[src/verilog/ifc_map.svh]
// register offsets, fields, reset values and vectors of the flag controller
`ifndef IFC_MAP_SVH
`define IFC_MAP_SVH
`define IFC_OFS_CLEAR 8'h88
`define IFC_OFS_MODE 8'h8c
`define IFC_OFS_FLAGS 8'h90
`define IFC_OFS_STATUS 8'h94
`define IFC_OFS_MASK 8'h98
`define IFC_MODE_LEVEL_BIT 0
`define IFC_MODE_FALL_BIT 1
`define IFC_MODE_RESET 2'h0
`define IFC_VEC_EXT 6'h0a
`define IFC_VEC_RX_BASE 6'h18
`define IFC_VEC_DEFAULT 16'h0008
`define IFC_VADDR_HIGH 16'hffff
`define IFC_ST_EXT_BIT 0
`define IFC_ST_RX_BIT 1
`define IFC_ST_DEF_BIT 2
`endif

[src/verilog/ifc_pkg.sv]
// types of the interrupt request flag controller
package ifc_pkg;
  // input mode of the external request
  typedef struct packed {
    logic falling; // edge/level polarity: 0 rising or high, 1 falling or low
    logic level;   // 0 edge mode, 1 level mode
  } ifc_mode_t;
  // vector fetch sequence after acceptance
  typedef enum logic [0:0] {IFC_IDLE, IFC_ACCEPTED} ifc_fetch_t;
endpackage : ifc_pkg

[src/verilog/ifc_flag_ctrl.sv]
// interrupt request flags for the external request and serial receive sources
// Operation
// - cleared flag before vector read gives default vector
// - enable right after clear still sees old flag
// - level mode passes pin request straight through
// - edge to level switch clears the flag
// - level to edge switch keeps the flag
// - receive flag clears only by reset or read
// - clear write ignores receive vectors
// - level mode pin going inactive clears the request
// - edge mode clear register write of vector clears flag
`timescale 1ns/10ps
`include "ifc_map.svh"
module ifc_flag_ctrl import ifc_pkg::*; #(
  parameter int NRX = 3 // number of serial receive channels
) (
  input wire logic clk_i,
  input wire logic rst_i,
  input wire logic [7:0] wb_adr_i,
  input wire logic [31:0] wb_dat_i,
  input wire logic [3:0] wb_sel_i,
  input wire logic wb_we_i,
  input wire logic wb_cyc_i,
  input wire logic wb_stb_i,
  output logic [31:0] wb_dat_o,
  output logic wb_ack_o,
  input wire logic ext_pin_i,
  input wire logic [NRX-1:0] rx_done_i,
  input wire logic [NRX-1:0] rx_buf_read_i,
  input wire logic accept_i,
  input wire logic [3:0] accept_src_i,
  input wire logic vector_read_i,
  output logic ext_req_o,
  output logic [NRX-1:0] rx_req_o,
  output logic [15:0] vec_o,
  output logic [23:0] vaddr_o,
  output logic irq_o
);
  // refuse channel counts outside the range 1 to 8
  if (NRX < 1 || NRX > 8) begin : g_bad_nrx
    $error("NRX must lie between 1 and 8");
  end

  localparam int NF = NRX + 1; // ext flag plus receive flags

  logic pin_s1_reg, pin_s2_reg, pin_d_reg; // synchroniser and delay
  ifc_mode_t mode_reg, mode_next; // input mode control
  logic ext_ff_reg, ext_ff_next; // external request flip-flop
  logic [NRX-1:0] rx_flag_reg, rx_flag_next; // receive flags
  logic [2:0] sts_reg, sts_next; // sticky event status
  logic [2:0] mask_reg, mask_next; // interrupt mask
  ifc_fetch_t st_reg, st_next; // vector fetch state
  logic [3:0] src_reg, src_next; // accepted source
  logic stale_reg, stale_next; // accepted flag got cleared
  logic [15:0] vec_next;
  logic [31:0] dat_next;
  logic ack_next;
  logic ext_q_reg; // previous ext flag for event detect
  logic [NRX-1:0] rx_q_reg; // previous receive flags

  // bus decode, one-cycle ack per request
  logic req, wr, rd, wr_mode, wr_clr, rd_sts;
  assign req = wb_cyc_i & wb_stb_i & ~wb_ack_o;
  assign wr = req & wb_we_i & wb_sel_i[0];
  assign rd = req & ~wb_we_i;
  assign wr_mode = wr & (wb_adr_i == `IFC_OFS_MODE);
  assign wr_clr = wr & (wb_adr_i == `IFC_OFS_CLEAR);
  assign rd_sts = rd & (wb_adr_i == `IFC_OFS_STATUS);

  // pin requests seen through the synchroniser
  logic lvl_req, edge_hit, clr_ext, to_level, to_edge, ext_flag;
  assign lvl_req = pin_s2_reg ^ mode_reg.falling;
  assign edge_hit = mode_reg.falling ? (pin_d_reg & ~pin_s2_reg) : (~pin_d_reg & pin_s2_reg);
  assign clr_ext = wr_clr & (wb_dat_i[5:0] == `IFC_VEC_EXT);
  assign to_level = wr_mode & wb_dat_i[`IFC_MODE_LEVEL_BIT] & ~mode_reg.level;
  assign to_edge = wr_mode & ~wb_dat_i[`IFC_MODE_LEVEL_BIT] & mode_reg.level;
  // level mode bypasses the flip-flop
  assign ext_flag = mode_reg.level ? lvl_req : ext_ff_reg;

  // flags of all sources, index 0 is the external request
  logic [NF-1:0] flags;
  assign flags = {rx_flag_reg, ext_flag};
  logic src_flag; // flag of the accepted source, read by the fetch logic

  // next state of mode and request flags
  always_comb begin
    mode_next = mode_reg;
    if (wr_mode) begin
      mode_next.level = wb_dat_i[`IFC_MODE_LEVEL_BIT];
      mode_next.falling = wb_dat_i[`IFC_MODE_FALL_BIT];
    end
    // flip-flop tracks the level request so a level flag survives
    if (mode_reg.level) begin
      ext_ff_next = lvl_req;
    end else if (to_level) begin
      ext_ff_next = 1'b0;
    end else if (edge_hit) begin
      ext_ff_next = 1'b1;
    end else if (clr_ext) begin
      ext_ff_next = 1'b0;
    end else begin
      ext_ff_next = ext_ff_reg;
    end
    // receive flags ignore the clear register, set wins over read
    rx_flag_next = (rx_flag_reg & ~rx_buf_read_i) | rx_done_i;
  end

  // vector fetch: remember source, watch its flag
  always_comb begin
    st_next = st_reg;
    src_next = src_reg;
    stale_next = stale_reg;
    vec_next = vec_o;
    case (st_reg)
      IFC_IDLE: begin
        if (accept_i) begin
          st_next = IFC_ACCEPTED;
          src_next = accept_src_i;
          stale_next = 1'b0;
        end
      end
      IFC_ACCEPTED: begin
        // flag cleared in between: default vector
        if (vector_read_i) begin
          st_next = IFC_IDLE;
          if (stale_reg || !src_flag) begin
            vec_next = `IFC_VEC_DEFAULT;
          end else if (src_reg == 4'h0) begin
            vec_next = {8'h00, `IFC_VEC_EXT, 2'b00};
          end else begin
            vec_next = {8'h00, `IFC_VEC_RX_BASE + 6'(src_reg - 4'h1), 2'b00};
          end
        end else if (!src_flag) begin
          stale_next = 1'b1;
        end
      end
      default: begin
        st_next = IFC_IDLE;
      end
    endcase
  end

  // flag of the accepted source, zero for unknown index
  always_comb begin
    src_flag = 1'b0;
    for (int i = 0; i < NF; i++) begin
      if (src_reg == 4'(i)) begin
        src_flag = flags[i];
      end
    end
  end

  // sticky events, set wins over read clear
  logic [2:0] ev;
  always_comb begin
    ev = 3'h0;
    ev[`IFC_ST_EXT_BIT] = ext_flag & ~ext_q_reg;
    ev[`IFC_ST_RX_BIT] = |(rx_flag_reg & ~rx_q_reg);
    ev[`IFC_ST_DEF_BIT] = (st_reg == IFC_ACCEPTED) & vector_read_i & (stale_reg | ~src_flag);
    sts_next = (rd_sts ? 3'h0 : sts_reg) | ev;
    mask_next = mask_reg;
    if (wr && wb_adr_i == `IFC_OFS_MASK) begin
      mask_next = wb_dat_i[2:0];
    end
  end

  // read data; unmapped and clear register read as zero
  always_comb begin
    dat_next = 32'h0;
    ack_next = req;
    if (rd) begin
      case (wb_adr_i)
        `IFC_OFS_MODE: dat_next = {30'h0, mode_reg};
        `IFC_OFS_FLAGS: dat_next = {{(32 - NF){1'b0}}, flags};
        `IFC_OFS_STATUS: dat_next = {29'h0, sts_reg};
        `IFC_OFS_MASK: dat_next = {29'h0, mask_reg};
        default: dat_next = 32'h0;
      endcase
    end
  end

  // registers; outputs lag one cycle so a fresh clear is not yet seen
  always_ff @(posedge clk_i) begin
    if (rst_i) begin
      pin_s1_reg <= 1'b0;
      pin_s2_reg <= 1'b0;
      pin_d_reg <= 1'b0;
      mode_reg <= `IFC_MODE_RESET;
      ext_ff_reg <= 1'b0;
      rx_flag_reg <= '0;
      sts_reg <= 3'h0;
      mask_reg <= 3'h0;
      st_reg <= IFC_IDLE;
      src_reg <= 4'h0;
      stale_reg <= 1'b0;
      vec_o <= `IFC_VEC_DEFAULT;
      vaddr_o <= 24'h0;
      wb_dat_o <= 32'h0;
      wb_ack_o <= 1'b0;
      ext_req_o <= 1'b0;
      rx_req_o <= '0;
      irq_o <= 1'b0;
      ext_q_reg <= 1'b0;
      rx_q_reg <= '0;
    end else begin
      pin_s1_reg <= ext_pin_i;
      pin_s2_reg <= pin_s1_reg;
      pin_d_reg <= pin_s2_reg;
      mode_reg <= mode_next;
      ext_ff_reg <= ext_ff_next;
      rx_flag_reg <= rx_flag_next;
      sts_reg <= sts_next;
      mask_reg <= mask_next;
      st_reg <= st_next;
      src_reg <= src_next;
      stale_reg <= stale_next;
      vec_o <= vec_next;
      vaddr_o <= {`IFC_VADDR_HIGH, vec_next[7:0]};
      wb_dat_o <= dat_next;
      wb_ack_o <= ack_next;
      ext_req_o <= ext_flag;
      rx_req_o <= rx_flag_reg;
      irq_o <= |(sts_reg & mask_reg);
      ext_q_reg <= ext_flag;
      rx_q_reg <= rx_flag_reg;
    end
  end
endmodule : ifc_flag_ctrl

[config.mk]
export PLATFORM = sky130hd
export DESIGN_NAME = ifc_flag_ctrl
export DESIGN_NICKNAME = d
export VERILOG_FILES = /design/src/verilog/ifc_pkg.sv /design/src/verilog/ifc_flag_ctrl.sv
export VERILOG_INCLUDE_DIRS = /design/src /design/src/verilog
export SDC_FILE = /design/constraint.sdc
export NUM_CORES = 1
export LEC_CHECK = 0
export ABC_AREA = 1
export BUFFER_PORTS_ARGS = -buffer_cell sky130_fd_sc_hd__buf_2
export CAP_MARGIN = 10
export CORE_ASPECT_RATIO = 0.6
export CORE_MARGIN = 4
export CORE_UTILIZATION = 46
export DETAILED_ROUTE_END_ITERATION = 6
export PLACE_DENSITY = 0.89
export SYNTH_ARGS = -nofsm -noshare
export SYNTH_HDL_FRONTEND = slang
export SYNTH_SLANG_ARGS = --single-unit
export TNS_END_PERCENT = 1
[constraint.sdc]
create_clock -name clk_i -period 4 [get_ports clk_i]
set_input_delay 0.8 -clock clk_i [delete_from_list [all_inputs] [get_ports clk_i]]
set_output_delay 0.8 -clock clk_i [all_outputs]
set_load 0.03 [all_outputs]
======== Word-level counts from Yosys, hierarchy flattened ========
Index checks and enable logic that the tools add are counted.
storage, ports and cells
  output and inout port bits .............. 78
  bits in registers ....................... 91
  bits of input ports ..................... 62
operators by class
  bitwise operators ....................... 34
  add/sub/neg operators ................... 2
  equal/unequal tests ..................... 12
  reductions and logical operators ........ 10
  multiplexer cells ....................... 24
operator list
  cell                                              count
  == test 8 bit, second input constant              5
  two-way mux 8 bit                                 4
  two-way mux 24 bit                                1
  AND 1 bit                                         16
  case mux 4 bit (4 select lines)                   1
  two-way mux 1 bit                                 15
  AND 3 bit                                         3
  inverter 1 bit                                    9
  == test 4 x 2 -> 1 bit, second input constant     2
  adder 5 x 6 -> 6 bit, first input constant        1
  == test 6 x 4 -> 1 bit, second input constant     1
  inequality test 2 bit, second input constant      3
  inverter 3 bit                                    2
  bitwise OR 3 bit                                  2
  OR reduction 3 bit                                2
  subtractor 4 x 1 -> 5 bit, second input constant  1
  == test 4 x 1 -> 1 bit, second input constant     1
  zero test 4 bit                                   1
  case mux 1 bit (2 select lines)                   2
  nonzero test 4 bit                                1
  two-way mux 3 bit                                 1
  AND reduction 3 bit                               1
  AND reduction 2 bit                               1
  OR reduction 2 bit                                1
  5 further kinds                                   5

======== Logic depth before layout (Yosys ltp) ========
  word-level depth ........................ 12
  gate-level depth with buffers ........... 13
  gate-level depth less buffers ........... 13

======== Worst setup path before layout ========
Ideal clock, no wire load.
  kind .................................... flip-flop to output port
  start ................................... reg vaddr_o[22] (netlist name)
  end ..................................... out vaddr_o[10]
  path slack .............................. 2.224 ns
  data required time ...................... 3.200 ns
  arrival time ............................ 0.976 ns
  cell stages (with the launch flop) ...... 2
  path buffers ............................ 1
  cells stage by stage .................... dfxtp_1 -> buf_4
RTL lines
  what       RTL line             text
  to (decl)  ifc_flag_ctrl.sv:36  output logic [23:0] vaddr_o,

==> results.md <==
- Final setup fails: 0
- Syn Area/Cell: 7.43 um^2
- Vias in the first global route: 1652
- Busiest grt layer: met2
- CP delay by family, top: flip-flops
- Chip Width: 97.7 um
- Layout Nets: 421
- Buffers on Ports: 74
- Most frequent cell after synthesis: buf_4
- Hold_ws: 0.403 ns
- Number of synthesized flops with an enable pin: 0
- Post-synth cell types: 31
- Cells after Synth: 299
- Top post-synthesis cells by area: dfxtp_1 37%, buf_4 20%, nand2_1 7.3%
- Reg2reg start: src_reg[0]
- Layout cells sized above 1: 0.299
- Max Fclk: 531 MHz
- Ys flop type: dfxtp_1
- Fill count: 454
- Clock power frac: 0.390
- Footprint of the multi-input gates: 950 um^2
- CP peak stage delay: 0.52 ns
- Htree depth: 2
- Diodes inserted: 0
- Routability congestion estimate from global placement: 0.826
- Crit path time final: 1.88 ns
- Switching part of the total: 0.292
- Reg2Reg Setup Slack: 2.46 ns
- Total gr overflow: 0
- Final Skew: 0.0105 ns
- Flop and latch count out of synthesis: 41
- GRT Total Usage: 0.146
- Seq/Total Area, Yosys: 0.369
- Worst Setup EP: vaddr_o[10]
- M3 GR Usage: 0.0635
- YS warnings: 0
- Arrival time at the worst endpoint: 1.08 ns
- Final slew viol count: 0
- Internal power: 0.723 mW
- Final ANT Viol Nets: 0
- Buffer and inverter count on the worst path: 1
- Pleak: 1.25 nW
- Drt pass-1 iters: 4
- Critical path cell sequence: buf_2
- CTS sink count: 41
- PD cells: 410 nW/um^2
- VDD IR-drop max: 0.215 mV
- Max cap viols: 0
- Critical path depth: 1
- Final hold violations: 0
- Post-CTS Resized: 0
- Clock slew at reported path FFs: 0.08 ns
- Hold_buf cts: 0
- Top-level I/O count: 140
- TNS Setup: 0 ns
- Initial antenna violation count: 0
- Largest net degree at the start of global routing: 24
- R2r worst-path depth: 8
- Detail Placement HPWL: 3.75 mm
- CTS root buffer: clkbuf_8
- Detailed router's first-iteration violation count: 132
- Via density: 4.49
- CP max FO: 16
- CP Launch Type: register
- Seq pwr share: 0.427
- Worst EP required: 3.20 ns
- CTS tree: yes
- Layout area overhead: 12.2%
- Register area: 821 um^2
- Worst Path Class, Setup: reg -> out
- Bufs on Longest Clock Path: 2
- Chip height: 61.8 um
- Net Sw Power: 0.299 mW
- Critical path's slowest cell: dfxtp_1
- Routed via count: 1878
- Top cells by count, synth: 58 x buf_4, 43 x nand2_1, 41 x dfxtp_1
- Final worst-path cycle share: 0.471
- Residual DRC: 0
- Gate power share: 0.183
- Synth top area share: 0.369
- Full die area: 6040 um^2
- RSZ-0062 raised after global routing: no
- CTS buffer count: 5
- Post-Syn Area: 2220 um^2
- First-pass GRT wire length: 7.08 mm
- GRT met1 Usage: 0.182
- Synth async-reset ratio: 0
- Wire length per cell: 11.0 um
- Yosys top cell by area: dfxtp_1
- # rows: 19
- Clk Latency, worst-skew pair: 0.30 ns
- Worst setup EP type: output port
- Setup Buffers After CTS: 0
- Area of the core: 4610 um^2
- Status: finished, final reports clean
- Hold Crit Class: reg -> reg
- Met2 usage: 0.238
- Starting Density: 0.482
- Total wire length: 4.60 mm
- Critical Path Source: vaddr_o[22]
==> cell usage in the layout (no fill, tap or decap), types with 2 or more instances in the layout <==
cell       count
bufinv_16      2
nand2_1       43
clkbuf_8       5
inv_2          8
nor2_1        32
nor3_1         2
nand2_2        4
o211ai_1       2
o21ai_0        9
buf_2         74
nand3_1       14
dfxtp_1       41
nand4_1        4
a21oi_1       21
nand2_4        2
ha_1           5
nor2_2         8
conb_1        36
inv_1         28
o21ai_1        3
==> power by group through the flow <==
stage          Clock, mW  Combinational [mW]  Sequential, mW
3_3_place_gp           0               0.181           0.445
5_1_grt            0.420               0.205           0.439
4_1_cts            0.403               0.187           0.436
3_5_place_dp           0               0.186           0.446
2_1_floorplan          0               0.169           0.454
6_report           0.398               0.187           0.436
==> worst min-delay path: stages, from the launching register on <==
cell and delay [ns]:
dfxtp_1 0.30, inv_1 0.04, nor2_1 0.03
==> cell type report <==
type | count | share of cell area
Sequential cell | 41 | 0.329
Tap cell | 63 | 0.0316
Timing Repair Buffer | 74 | 0.149
Multi-Input combinational cell | 196 | 0.381
Inverter | 36 | 0.0542
Clock buffer | 5 | 0.0276
Clock inverter | 3 | 0.0276
==> worst min path at each step <==
stage | end | slack (ns) | cells past startpoint | startpoint
floorplan | pin_s2_reg | 0.39 | 2 | pin_s1_reg
global placement | pin_s2_reg | 0.39 | 2 | pin_s1_reg
detailed placement | pin_s2_reg | 0.39 | 2 | pin_s1_reg
CTS | pin_s2_reg | 0.40 | 2 | pin_s1_reg
global route | pin_s2_reg | 0.44 | 2 | pin_s1_reg
finish | pin_s2_reg | 0.40 | 2 | pin_s1_reg
==> through the flow <==
step / std cells / setup WS [ns] / cell area, um^2 / util / power [mW]
after floorplan: 334 / 2.22 / 2350 / - / 0.623
after global placement: 410 / 2.01 / 2350 / 0.511 / 0.626
after detailed placement: 410 / 1.96 / 2350 / 0.511 / 0.632
after CTS: 418 / 2.09 / 2490 / 0.540 / 1.03
after global routing: 418 / 1.98 / 2490 / 0.540 / 1.06
final: 418 / 2.12 / 2490 / 0.540 / 1.02
==> per-layer routing <==
metal | wire [um] | vias up
met1 | 1970 | 835
met5 | 0 | -
met2 | 2040 | 83
li1 | - | 956
met4 | 23 | 0
met3 | 561 | 4
==> logic make-up (layout without fill, tap and decap cells) <==
group / after synthesis / after routing / synth area share
buf+inv: 97 / 118 / 0.262
other cells: 1 / 36 / 0.00169
flops: 41 / 41 / 0.369
simple gates: 113 / 113 / 0.233
compound gates: 40 / 40 / 0.0968
fa+ha+maj: 5 / 5 / 0.0282
xor+xnor: 1 / 1 / 0.00394
mux: 1 / 1 / 0.00450
Note: power is estimated with default switching activity, not from simulation.
